==> src/inc/pcd_regs.svh <==
// Register fields, reset values and timing counts of the clock divider
`ifndef PCD_REGS_SVH
`define PCD_REGS_SVH
`define PCD_WORD_W 9
`define PCD_MODE_EXT_SEL 0
`define PCD_MODE_BYPASS_ALL 1
`define PCD_MODE_PRE_BYPASS 2
`define PCD_MODE_PRE_RATIO 3
`define PCD_MODE_PIN_FUNC 4
`define PCD_MODE_REF_DIS 5
`define PCD_MODE_RESET 9'h034
`define PCD_DIV_RESET 9'h000
`define PCD_DIV_MAX 9'h1ff
`define PCD_SETTLE_CYCLES 256
`define PCD_SYNC_STAGES 2
`endif

==> src/inc/pcd_pkg.sv <==
// Types shared by the clock divider sequencer
package pcd_pkg;
    typedef struct packed {
        logic ref_dis;
        logic pin_func;
        logic pre_ratio;
        logic pre_bypass;
        logic bypass_all;
        logic ext_sel;
    } pcd_mode_t;
    typedef enum logic [2:0] {
        PCD_RUN,
        PCD_GATE_OFF,
        PCD_REF_OFF,
        PCD_DOWN,
        PCD_SETTLE
    } pcd_pwr_t;
    typedef struct packed {
        logic pin;
        logic oe_n;
    } pcd_pin_t;
endpackage

==> src/verilog/pcd_core.sv <==
// Clock divider sequencer: reference select, prescaler, divider, gating, power
`timescale 1ns/100ps
`include "pcd_regs.svh"
module pcd_core import pcd_pkg::*; #(
    parameter int SETTLE = `PCD_SETTLE_CYCLES,
    parameter int SYNC = `PCD_SYNC_STAGES
) (
    input wire logic clk_i,
    input wire logic rstn_i,
    input wire logic int_ref_i,
    input wire logic ext_ref_i,
    input wire logic output_gate_i,
    input wire logic shared_control_i,
    input wire logic [`PCD_WORD_W-1:0] mode_prescale_word_i,
    input wire logic [`PCD_WORD_W-1:0] divider_word_i,
    output logic divided_clock_o,
    output logic divided_clock_oe_n_o,
    output logic reference_clock_o,
    output logic reference_clock_oe_n_o,
    output logic osc_enable_o
);
    // Inputs are sampled on clk_i; each reference is a level sampled as data.
    pcd_mode_t mode;
    pcd_pwr_t pwr;
    logic gate_s, ctl_s, ctl_low_s;
    logic int_q, ext_q;
    logic [1:0] pre_cnt;
    logic int_branch, int_branch_q;
    logic use_ext, want_ext;
    logic ref_ext_on, ref_int_on, ref_hold;
    logic ref_clk, ref_clk_q;
    logic [`PCD_WORD_W:0] div_cnt;
    logic div_out, div_out_q;
    logic gate_q;
    logic [2:0] extra;
    logic [8:0] settle_cnt;
    logic pd_req, div_max;
    logic [`PCD_WORD_W-1:0] divisor_field;
    logic ref_rise;

    function automatic logic [`PCD_WORD_W:0] ratio(input logic [`PCD_WORD_W-1:0] f);
        return {1'b0, f} + 10'h002;
    endfunction

    always_comb begin
        mode.ext_sel = mode_prescale_word_i[`PCD_MODE_EXT_SEL];
        mode.bypass_all = mode_prescale_word_i[`PCD_MODE_BYPASS_ALL];
        mode.pre_bypass = mode_prescale_word_i[`PCD_MODE_PRE_BYPASS];
        mode.pre_ratio = mode_prescale_word_i[`PCD_MODE_PRE_RATIO];
        mode.pin_func = mode_prescale_word_i[`PCD_MODE_PIN_FUNC];
        mode.ref_dis = mode_prescale_word_i[`PCD_MODE_REF_DIS];
    end

    // Both control pins are asynchronous to the references
    pcd_sync #(.STAGES(SYNC)) u_gate_sync (
        .clk_i(clk_i),
        .rstn_i(rstn_i),
        .d_i(output_gate_i),
        .q_o(gate_s)
    );
    pcd_sync #(.STAGES(SYNC)) u_ctl_sync (
        .clk_i(clk_i),
        .rstn_i(rstn_i),
        .d_i(!shared_control_i),
        .q_o(ctl_low_s)
    );

    assign ctl_s = !ctl_low_s; // Sync clears low, pin idles high: no false edge
    assign want_ext = mode.pin_func ? mode.ext_sel : !ctl_s;
    assign pd_req = mode.pin_func && !ctl_s;
    assign div_max = (pwr == PCD_SETTLE);
    assign ref_rise = ref_clk && !ref_clk_q;

    always_ff @(posedge clk_i) begin
        if (!rstn_i) begin
            int_q <= 1'b0;
            ext_q <= 1'b0;
        end else begin
            int_q <= int_ref_i;
            ext_q <= ext_ref_i;
        end
    end

    // Prescaler counts rising oscillator edges
    always_ff @(posedge clk_i) begin
        if (!rstn_i || pwr == PCD_DOWN) begin
            pre_cnt <= 2'h0;
        end else if (int_ref_i && !int_q) begin
            pre_cnt <= pre_cnt + 2'h1;
        end
    end

    // Ratio bit used only when both bypasses are clear
    always_comb begin
        if (mode.bypass_all || (mode.pre_bypass && !div_max)) begin
            int_branch = int_q;
        end else if (mode.pre_ratio && !div_max) begin
            int_branch = pre_cnt[0];
        end else begin
            int_branch = pre_cnt[1];
        end
    end

    always_ff @(posedge clk_i) begin
        if (!rstn_i) begin
            int_branch_q <= 1'b0;
        end else begin
            int_branch_q <= int_branch;
        end
    end

    // Reference switch; the external side is level triggered
    always_ff @(posedge clk_i) begin
        if (!rstn_i) begin
            use_ext <= 1'b0;
            ref_hold <= 1'b0;
        end else if (want_ext && !use_ext) begin
            if (int_branch_q && !int_branch) begin
                ref_hold <= 1'b1;
            end else if (ref_hold && !ext_q) begin
                use_ext <= 1'b1;
                ref_hold <= 1'b0;
            end
        end else if (!want_ext && use_ext) begin
            if (!ext_q) begin
                ref_hold <= 1'b1;
            end
            if (ref_hold && int_branch_q && !int_branch) begin
                use_ext <= 1'b0;
                ref_hold <= 1'b0;
            end
        end else begin
            ref_hold <= 1'b0;
        end
    end

    assign ref_ext_on = use_ext && !(ref_hold && !want_ext);
    assign ref_int_on = !use_ext && !ref_hold;
    always_comb begin
        ref_clk = 1'b0;
        if (pwr != PCD_DOWN) begin
            if (ref_ext_on) begin
                ref_clk = ext_q;
            end else if (ref_int_on) begin
                ref_clk = int_branch;
            end
        end
    end

    always_ff @(posedge clk_i) begin
        if (!rstn_i) begin
            ref_clk_q <= 1'b0;
        end else begin
            ref_clk_q <= ref_clk;
        end
    end

    // Divider: high for the first half of the count
    assign divisor_field = div_max ? `PCD_DIV_MAX : divider_word_i;
    always_ff @(posedge clk_i) begin
        if (!rstn_i || ((!gate_q || pwr != PCD_RUN) && !div_out_q)) begin
            div_cnt <= '0;
        end else if (ref_rise) begin
            div_cnt <= (div_cnt + 10'h001 >= ratio(divisor_field)) ? 10'h000
                : div_cnt + 10'h001;
        end
    end
    assign div_out = mode.bypass_all ? ref_clk
        : (div_cnt < (ratio(divisor_field) >> 1));

    // Gate sampled on rising edges of the selected reference only
    always_ff @(posedge clk_i) begin
        if (!rstn_i) begin
            gate_q <= 1'b0;
        end else if (ref_rise) begin
            gate_q <= gate_s && pwr == PCD_RUN;
        end
    end

    // Divide-by-one gets one trailing pulse after the sample
    always_ff @(posedge clk_i) begin
        if (!rstn_i) begin
            extra <= 3'h0;
        end else if (gate_q && ref_rise && !(gate_s && pwr == PCD_RUN)) begin
            extra <= mode.bypass_all ? 3'h1 : 3'h0;
        end else if (extra != 3'h0 && !ref_clk && ref_clk_q) begin
            extra <= extra - 3'h1;
        end
    end

    // Held low only once low, so no pulse is cut short
    always_ff @(posedge clk_i) begin
        if (!rstn_i) begin
            div_out_q <= 1'b0;
        end else if ((gate_q && pwr == PCD_RUN) || extra != 3'h0) begin
            div_out_q <= div_out;
        end else if (!div_out) begin
            div_out_q <= 1'b0;
        end
    end

    // Power sequencer
    always_ff @(posedge clk_i) begin
        if (!rstn_i) begin
            pwr <= PCD_SETTLE;
            settle_cnt <= 9'h000;
        end else begin
            case (pwr)
                PCD_RUN: begin
                    if (pd_req) begin
                        pwr <= PCD_GATE_OFF;
                    end
                end
                PCD_GATE_OFF: begin
                    if (!div_out_q && !gate_q && extra == 3'h0) begin
                        pwr <= PCD_REF_OFF;
                    end
                end
                PCD_REF_OFF: begin
                    if (!ref_clk && !ref_clk_q) begin
                        pwr <= PCD_DOWN;
                    end
                end
                PCD_DOWN: begin
                    if (!pd_req) begin
                        pwr <= PCD_SETTLE;
                        settle_cnt <= 9'h000;
                    end
                end
                PCD_SETTLE: begin
                    if (ref_rise) begin
                        settle_cnt <= settle_cnt + 9'h001;
                    end
                    if (settle_cnt >= 9'(SETTLE)) begin
                        pwr <= PCD_RUN;
                    end
                end
                default: pwr <= PCD_SETTLE;
            endcase
        end
    end

    // Output pins; output enables are active low, osc_enable_o is active high
    always_ff @(posedge clk_i) begin
        if (!rstn_i) begin
            divided_clock_o <= 1'b0;
            divided_clock_oe_n_o <= 1'b1;
            reference_clock_o <= 1'b0;
            reference_clock_oe_n_o <= 1'b1;
            osc_enable_o <= 1'b1;
        end else begin
            divided_clock_o <= div_out_q;
            divided_clock_oe_n_o <= !(pwr == PCD_RUN || pwr == PCD_GATE_OFF);
            reference_clock_o <= ref_clk_q;
            reference_clock_oe_n_o <= mode.ref_dis
                || !(pwr == PCD_RUN || pwr == PCD_GATE_OFF || pwr == PCD_REF_OFF);
            osc_enable_o <= pwr != PCD_DOWN;
        end
    end
endmodule

==> src/verilog/pcd_sync.sv <==
// Multi-flop synchroniser for one asynchronous level
`timescale 1ns/100ps
module pcd_sync #(
    parameter int STAGES = 2
) (
    input wire logic clk_i,
    input wire logic rstn_i,
    input wire logic d_i,
    output logic q_o
);
    logic [STAGES-1:0] chain;
    always_ff @(posedge clk_i) begin
        if (!rstn_i) begin
            chain <= '0;
        end else begin
            chain <= {chain[STAGES-2:0], d_i};
        end
    end
    assign q_o = chain[STAGES-1];
endmodule

==> config.mk <==
export PLATFORM = sky130hd
export DESIGN_NAME = pcd_core
export DESIGN_NICKNAME = d
export VERILOG_FILES = /design/src/inc/pcd_pkg.sv /design/src/verilog/pcd_core.sv /design/src/verilog/pcd_sync.sv
export VERILOG_INCLUDE_DIRS = /design/src /design/src/inc
export SDC_FILE = /design/constraint.sdc
export NUM_CORES = 1
export LEC_CHECK = 0
export ABC_CLOCK_PERIOD_IN_PS = 6300
export CORE_UTILIZATION = 63
export CTS_BUF_LIST = sky130_fd_sc_hd__clkbuf_2
export DETAILED_ROUTE_END_ITERATION = 8
export DONT_BUFFER_PORTS = 1
export PLACE_DENSITY_LB_ADDON = 0.25
export SKIP_CTS_REPAIR_TIMING = 1
export SKIP_LAST_GASP = 1
export SLEW_MARGIN = 20
export SYNTH_ARGS = -nofsm -noshare
export SYNTH_HDL_FRONTEND = slang
export SYNTH_HIERARCHICAL = 1
export SYNTH_SLANG_ARGS = --single-unit
==> constraint.sdc <==
create_clock -name clk_i -period 6.3 [get_ports clk_i]
set_clock_uncertainty 0.15 [all_clocks]
set_input_delay 0.315 -clock clk_i [delete_from_list [all_inputs] [get_ports clk_i]]
set_output_delay 0.315 -clock clk_i [all_outputs]
set_load 0.005 [all_outputs]
==> results of run 1 <==
==> kinds of logic (layout without fill, tap and decap cells) <==
family | Yosys count | count (layout) | synth area share, %
adder cells (fa/ha/maj) | 22 | 22 | 10.2
AO/OA/AOI/OAI | 78 | 78 | 20.2
buffers and inverters | 24 | 30 | 3.40
AND/OR/NAND/NOR | 138 | 138 | 25.9
flip-flops | 44 | 44 | 32.8
XOR/XNOR | 22 | 22 | 7.18
multiplexers | 1 | 1 | 0.373
==> through the flow <==
stage	worst slack, ns	area [um2]
2_1_floorplan	2.94	2680
3_3_place_gp	2.80	2710
3_5_place_dp	2.77	2710
4_1_cts	2.70	2790
5_1_grt	2.20	2860
6_report	2.62	2860
==> power groups by stage <==
stage / logic (mW) / clock network (mW) / registers [mW]
2_1_floorplan: 0.0691 / 0 / 0.296
3_3_place_gp: 0.0802 / 0 / 0.298
3_5_place_dp: 0.0830 / 0 / 0.298
4_1_cts: 0.0836 / 0.173 / 0.293
5_1_grt: 0.103 / 0.180 / 0.294
6_report: 0.0899 / 0.167 / 0.293
==> state kept, by name, summed over array words and instances, names as in the netlist, 2 cells and up <==
signal	count
div_cnt	10
extra	3
pre_cnt	2
pwr	3
settle_cnt	9
u_ctl_sync/chain	2
u_gate_sync/chain	2
==> Yosys cell counts (3+ instances only) <==
| cell | number |
|---|---|
| dfxtp_1 | 44 |
| nand2_1 | 40 |
| nor2_1 | 30 |
| a21oi_1 | 23 |
| ha_1 | 21 |
| o21ai_0 | 16 |
| xnor2_1 | 16 |
| inv_1 | 14 |
| nand3_1 | 14 |
| and2_1 | 12 |
| clkbuf_1 | 9 |
| nand2b_1 | 9 |
| nor3_1 | 8 |
| a211oi_1 | 7 |
| xor2_1 | 6 |
| a21o_1 | 4 |
| and3_1 | 4 |
| nor2b_1 | 4 |
| a2111oi_2 | 3 |
| a31oi_1 | 3 |
| and4_1 | 3 |
| o21a_1 | 3 |
| or2_2 | 3 |
==> layout make-up <==
| class | instances | area [um2] |
|---|---|---|
| well taps | 50 | 62.6 |
| multi-input cells | 261 | 1710 |
| repair buffers | 8 | 77.6 |
| fillers | 338 | 1200 |
| clock inverters | 3 | 46.3 |
| inverters | 14 | 52.6 |
| flip-flops and latches | 44 | 881 |
| clock buffers | 5 | 25.0 |
==> worst min-delay path by stage <==
| stage | start | to | slack [ns] |
|---|---|---|---|
| after floorplan | u_ctl_sync/chain[0] | u_ctl_sync/chain[1] | 0.26 |
| after global placement | rstn_i | osc_enable_o | 0.23 |
| after detailed placement | rstn_i | osc_enable_o | 0.24 |
| after CTS | rstn_i | osc_enable_o | -0.26 |
| after global routing | int_ref_i | pre_cnt[0] | 0.03 |
| final | rstn_i | settle_cnt[8] | 0.04 |
==> layer usage <==
layer	GRT usage (%)	share of wire, %	up-vias
li1	-	-	1168
met1	32.0	49	1062
met2	42.6	46	56
met3	4.73	4.2	7
met4	7.71	1.1	0
met5	0	0	-
==> summary.md, run 1 <==
| Metric | Value |
|---|---|
| Outcome | `completed` |
| Endpoint class of the critical path | `flip-flop` |
| N_diodes | `0` |
| Asr flop ratio synth | `0%` |
| Power Total | `approximately 0.55 mW` |
| Hpwl dp | `between 3000 and 4000 um` |
| Post-route clock period utilization | `between 50% and 60%` |
| Max VDD drop | `around 0.12 mV` |
| Starting DRC count in detailed routing | `between 100 and 150` |
| Remaining Overflow, GRT | `0` |
| I/O Pins | `29` |
| P_leak | `between 1 and 1.5 nW` |
| Largest net degree at the start of global routing | `22` |
| Yosys warns | `6` |
| Flop pwr share | `between 50 and 60%` |
| Switching Fraction | `about 28%` |
| Core Region | `slightly above 0.004 mm2` |
| Layout Nets | `between 300 and 400` |
| Crit path kind | `flip-flop to flip-flop` |
| Worst setup path startpoint | `pwr[1]` |
| CP peak stage delay | `around 0.64 ns` |
| HP Class | `input pin to flip-flop` |
| Most common cell after layout, fill and taps aside | `dfxtp_1` |
| First-pass GRT wire length | `~8600 um` |
| Crit path depth | `11` |
| Clock root cell | `clkbuf_2` |
| Hold depth | `2` |
| Synth Instances | `between 300 and 400` |
| Yosys top cell area share | `between 30% and 40%` |
| Pwr Density | `192 mW/mm2` |
| CTS tree | `done` |
| Port bufs | `0` |
| Clock Pin Slew Worst Setup and Hold Paths | `about 0.25 ns` |
| Final ANT Viol Nets | `0` |
| Comb pwr share | `between 10% and 20%` |
| Unrepaired setup endpoints after global routing | `false` |
| Clock network power share | `between 30 and 40%` |
| Tmin final | `about 3.7 ns` |
| Post-DR vias/cell | `slightly below 6` |
| Layout area overhead | `6.44%` |
| Worst-Margin Slew | `0.602 ns` |
| Final TNS setup | `0 ns` |
| Initial antenna violation count | `0` |
| Proportion of layout cells with a drive suffix above 1 | `roughly 6.0%` |
| Reg2reg start | `pwr[1]` |
| #FFs+latches synth | `44` |
| Worst-skew pair later-pin latency | `0.43 ns` |
| Ys flop type | `dfxtp_1` |
| Final WL | `around 5500 um` |
| Ranking of synthesized cells by area | `dfxtp_1 33%, ha_1 9.8%, nand2_1 5.6%, xnor2_1 5.2%, a21oi_1 4.3%` |
| Initial Util | `66.1%` |
| Final setup violation count | `0` |
| Row cnt | `23` |
| Final std cells w/o fill | `385` |
| Final Core Density | `between 70% and 80%` |
| Die Ht | `67.3 um` |
| Cts bufs inserted | `5` |
| Maximum clock path buffer count | `2` |
| WP data arrival | `just under 4 ns` |
| Die area | `roughly 0.0045 mm2` |
| Cell-internal power | `0.394 mW` |
| WL/cell | `between 10 and 15 um` |
| CTS sink cnt | `44` |
| Critical path cell sequence | `or3b_2, nand2b_1, ha_1, xor2_1, ha_1, a2111oi_0, o21ai_0, a21oi_1, o21a_1, o21ai_0, a21oi_1` |
| Syn nets | `374` |
| Relative slew slack | `around three fifths` |
| Crit path max-delay cell type | `or3b_2` |
| Mean Syn Cell Area | `just over 8 um2` |
| Post-synthesis sequential area ratio | `between 30% and 40%` |
| Vias in the first global route | `between 2000 and 2500` |
| Crit-path leading delay family | `compound AO/OA/AOI/OAI gates` |
| Maxcap violations | `0` |
| Commonest non-fill, non-tap cells in the layout | `44 x dfxtp_1, 40 x nand2_1, 30 x nor2_1` |
| Residual DRC count | `0` |
| RR Endpoint | `div_cnt[3]` |
| WHS | `about 0.038 ns` |
| H-tree depth | `2` |
| GRT Overall Usage | `roughly a quarter` |
| Max-slew violation count | `0` |
| Cell taking the most area after synthesis | `dfxtp_1` |
| Max Clk Rate | `272 MHz` |
| 1st-pass router iterations | `5` |
| CP max FO | `12` |
| CP Launch Type | `flip-flop` |
| Placer congestion estimate | `0.855` |
| Worst Setup EP | `div_cnt[3]` |
| CP required | `~6.5 ns` |
| Cell Area, Synth | `0.00268 mm2` |
| Critical path buffers and inverters | `0` |
| Reg2reg setup slack | `2.62 ns` |
| Worst R2R Path Depth | `11` |
| Final Hold Violating Endpoints | `0` |
| Post-synth EDFFs | `0` |
| Placed Cells incl. Taps | `370` |
| Die width | `about 67 um` |
| Netlist cell types | `49` |
| Sw Pwr | `0.155 mW` |
| Vias | `roughly 2300` |
Power figures use the tool's default switching activity.
==> run 2, diff against run 1 <==
ABC_AREA = 1   (was unset)
ABC_CLOCK_PERIOD_IN_PS = 3400   (was 6300)
clock period = 3.4 ns   (was 6.3 ns; I/O delays follow)
==> run 2 against run 1 <==
Setup slack got worse by 2.2 ns. Via count increased by 18%. Synthesized cell count increased by 30%. Utilization increased by 0.55 points. Flip-flop and latch count unchanged. Die area increased by 8.3%. Count of clock-buffer cells in the layout unchanged. Largest cell class unchanged.
==> summary.md, run 2 <==
| Metric | Value |
|---|---|
| Outcome | `completed` |
| Biggest regs | `div_cnt x10, settle_cnt x9` |
| CTS tree | `done` |
| Layout Nets | `485 (+28%)` |
| Placed Cells incl. Taps | `475 (+28%)` |
| Die area | `0.00490 mm2 (+8.3%)` |
| WP data arrival | `3.20 ns (-0.68 ns)` |
| Hpwl dp | `4540 um (+14%)` |
| P_leak | `1.50 nW (+41%)` |
| Core Region | `0.00438 mm2 (+8.0%)` |
| Yosys top cell area share | `30.3% (-2.6 points)` |
| Residual DRC count | `0 (unchanged)` |
| Largest net degree at the start of global routing | `23 (+4.5%)` |
| Relative slew slack | `47.6% (-11 points)` |
| Cell Area, Synth | `0.00291 mm2 (+8.5%)` |
| CP required | `3.62 ns (-2.89 ns)` |
| I/O Pins | `29 (unchanged)` |
| Maxcap violations | `0 (unchanged)` |
| Proportion of layout cells with a drive suffix above 1 | `8.16% (+2.2 points)` |
| Yosys warns | `6 (unchanged)` |
| Syn nets | `474 (+27%)` |
| Row cnt | `24 (+4.3%)` |
| Post-DR vias/cell | `5.48 (-8.0%)` |
| Final ANT Viol Nets | `0 (unchanged)` |
| Crit path kind | `flip-flop to flip-flop` |
| Final WL | `6220 um (+14%)` |
| GRT Overall Usage | `25.8% (+0.72 points)` |
| CTS sink cnt | `44 (unchanged)` |
| Final setup violation count | `0 (unchanged)` |
| Die width | `70.0 um (+4.1%)` |
| Most common cell in the netlist | `nand2_1` |
| Final std cells w/o fill | `493 (+28%)` |
| Most common cell after layout, fill and taps aside | `nand2_1` |
| Cell taking the most area after synthesis | `dfxtp_1` |
| WHS | `0.00935 ns (-0.0290 ns)` |
| H-tree depth | `2 (unchanged)` |
| Final Hold Violating Endpoints | `0 (unchanged)` |
| HP Class | `input pin to flip-flop` |
| Pwr Density | `571 mW/mm2 (+200%)` |
| Cts bufs inserted | `5 (unchanged)` |
| Max FFs per register | `10 (unchanged)` |
| Post-route clock period utilization | `87.7% (+29 points)` |
| Clock Pin Slew Worst Setup and Hold Paths | `0.22 ns (-0.03 ns)` |
| Area of the multi-input gates | `0.00173 mm2 (+1.1%)` |
| Starting DRC count in detailed routing | `159 (+57%)` |
| First-pass GRT wire length | `10200 um (+18%)` |
| Mean Syn Cell Area | `6.79 um2 (-17%)` |
| Maximum clock path buffer count | `2 (unchanged)` |
| N_diodes | `0 (unchanged)` |
| Unrepaired setup endpoints after global routing | `false` |
| Initial Util | `66.4% (+0.30 points)` |
| Max-slew violation count | `0 (unchanged)` |
| 1st-pass router iterations | `5 (unchanged)` |
| Synth Instances | `429 (+30%)` |
| Vias | `2700 (+18%)` |
| Ranking of synthesized cells by area | `dfxtp_1 30%, nand2_1 13%, ha_1 9.0%, inv_1 8.5%, a21oi_1 5.3%` |
| Netlist cell types | `36 (-27%)` |
| Worst-Margin Slew | `0.786 ns (+0.184 ns)` |
| Largest register by flop count | `div_cnt` |
| Endpoint class of the critical path | `flip-flop` |
| Flip-flop and latch area | `881 um2 (unchanged)` |
| Max Clk Rate | `335 MHz (+23%)` |
| Clock root cell | `clkbuf_2` |
| Most frequent cells after synthesis | `97 x nand2_1, 66 x inv_1, 44 x dfxtp_1` |
| CP Launch Type | `flip-flop` |
| Placer congestion estimate | `0.864 (+0.95%)` |
| Tmin final | `2.98 ns (-0.697 ns)` |
| CP max FO | `22 (+10)` |
| Die Ht | `70.0 um (+4.1%)` |
| Asr flop ratio synth | `0% (unchanged)` |
| Remaining Overflow, GRT | `0 (unchanged)` |
| Ys flop type | `dfxtp_1` |
| Reg2reg setup slack | `0.42 ns (-2.20 ns)` |
| FILL cells | `366 (+8.3%)` |
| Post-synthesis sequential area ratio | `30.3% (-2.6 points)` |
| Vias in the first global route | `2441 (+19%)` |
| Initial antenna violation count | `0 (unchanged)` |
| WL/cell | `12.6 um (-11%)` |
| Worst-skew pair later-pin latency | `0.42 ns (about the same)` |
| #FFs+latches synth | `44 (unchanged)` |
| Post-synth EDFFs | `0 (unchanged)` |
| Commonest non-fill, non-tap cells in the layout | `97 x nand2_1, 66 x inv_1, 44 x dfxtp_1` |
| Layout area overhead | `6.79%` |
| Port bufs | `0 (unchanged)` |
| Final TNS setup | `0 ns (unchanged)` |
| Max VDD drop | `0.302 mV (+140%)` |
## run 2: cell types whose count changed after synthesis, sizes merged, moves of 9 or more
| cell | delta |
|---|---|
| a21oi | +10 |
| and2 | -12 |
| inv | +56 |
| nand2 | +66 |
| nand2b | -9 |
| nand3 | +24 |
| nand4 | +12 |
| nor2 | +10 |
| xnor2 | -13 |
## run 2: area by class of cell
type | count | area share (%)
clock buffers | 5 | 0.805
inverters | 71 | 8.57
repair buffers | 10 | 3.22
clock inverters | 3 | 1.37
well taps | 52 | 2.09
multi-input cells | 308 | 55.6
flip-flops and latches | 44 | 28.3
## run 2: worst paths after layout
| check | startpoint | end | cells after the start |
|---|---|---|---|
| worst max-delay path | pwr[0] | div_cnt[7] | 16 |
| worst min register to register | u_gate_sync/chain[0] | u_gate_sync/chain[1] | 2 |
| worst max register to register | pwr[0] | div_cnt[7] | 16 |
| worst min-delay path | rstn_i | pwr[1] | 2 |
## run 2: logic make-up (layout without fill, tap and decap cells)
family          count (synthesis)  in the layout  share of synthesized area, %
compound gates                 57             57                          10.7
xor+xnor                       14             14                          4.21
fa+ha+maj                      21             21                          9.02
buf+inv                        77             89                          10.4
flops                          44             44                          30.3
simple gates                  216            216                          35.5
## run 2: metal layers
layer | GRT usage [%] | wire [um] | vias to the layer above | share of wire (%)
met1 | 30.7 | 2730 | 1220 | 44
met4 | 12.2 | 104 | 0 | 1.7
met3 | 5.48 | 283 | 8 | 4.6
met5 | 0 | 0 | - | 0
met2 | 44.1 | 3100 | 68 | 50
li1 | - | - | 1404 | -
## run 2: report_power, final
part | internal [mW] | leakage (nW) | switching, mW
registers | 0.562 | 0.358 | 0.0434
clock network | 0.123 | 0.0390 | 0.172
logic | 0.285 | 1.10 | 0.591
total | 0.970 | 1.50 | 0.806
## run 2: critical path: stages (launching register included)
cell and delay [ns]:
dfxtp_1 0.40, nor2_2 0.18, nand2_4 0.21, nand2_4 0.17, ha_1 0.19, inv_1 0.05
nor2_1 0.28, nand3_1 0.14, xor2_1 0.23, ha_1 0.28, a21oi_1 0.13, nand2_1 0.08
inv_2 0.05, nand2_2 0.05, nand2_4 0.12, nand3_1 0.09, a21oi_1 0.13
## run 2: per-stage QoR
stage	power [mW]	area, um2	worst slack, ns	util [%]
2_1_floorplan	1.32	2910	0.749	-
3_3_place_gp	1.44	2940	0.533	67.1
3_5_place_dp	1.47	2940	0.451	67.1
4_1_cts	1.76	3010	0.413	68.6
5_1_grt	1.94	3110	0.141	70.9
6_report	1.78	3110	0.418	70.9
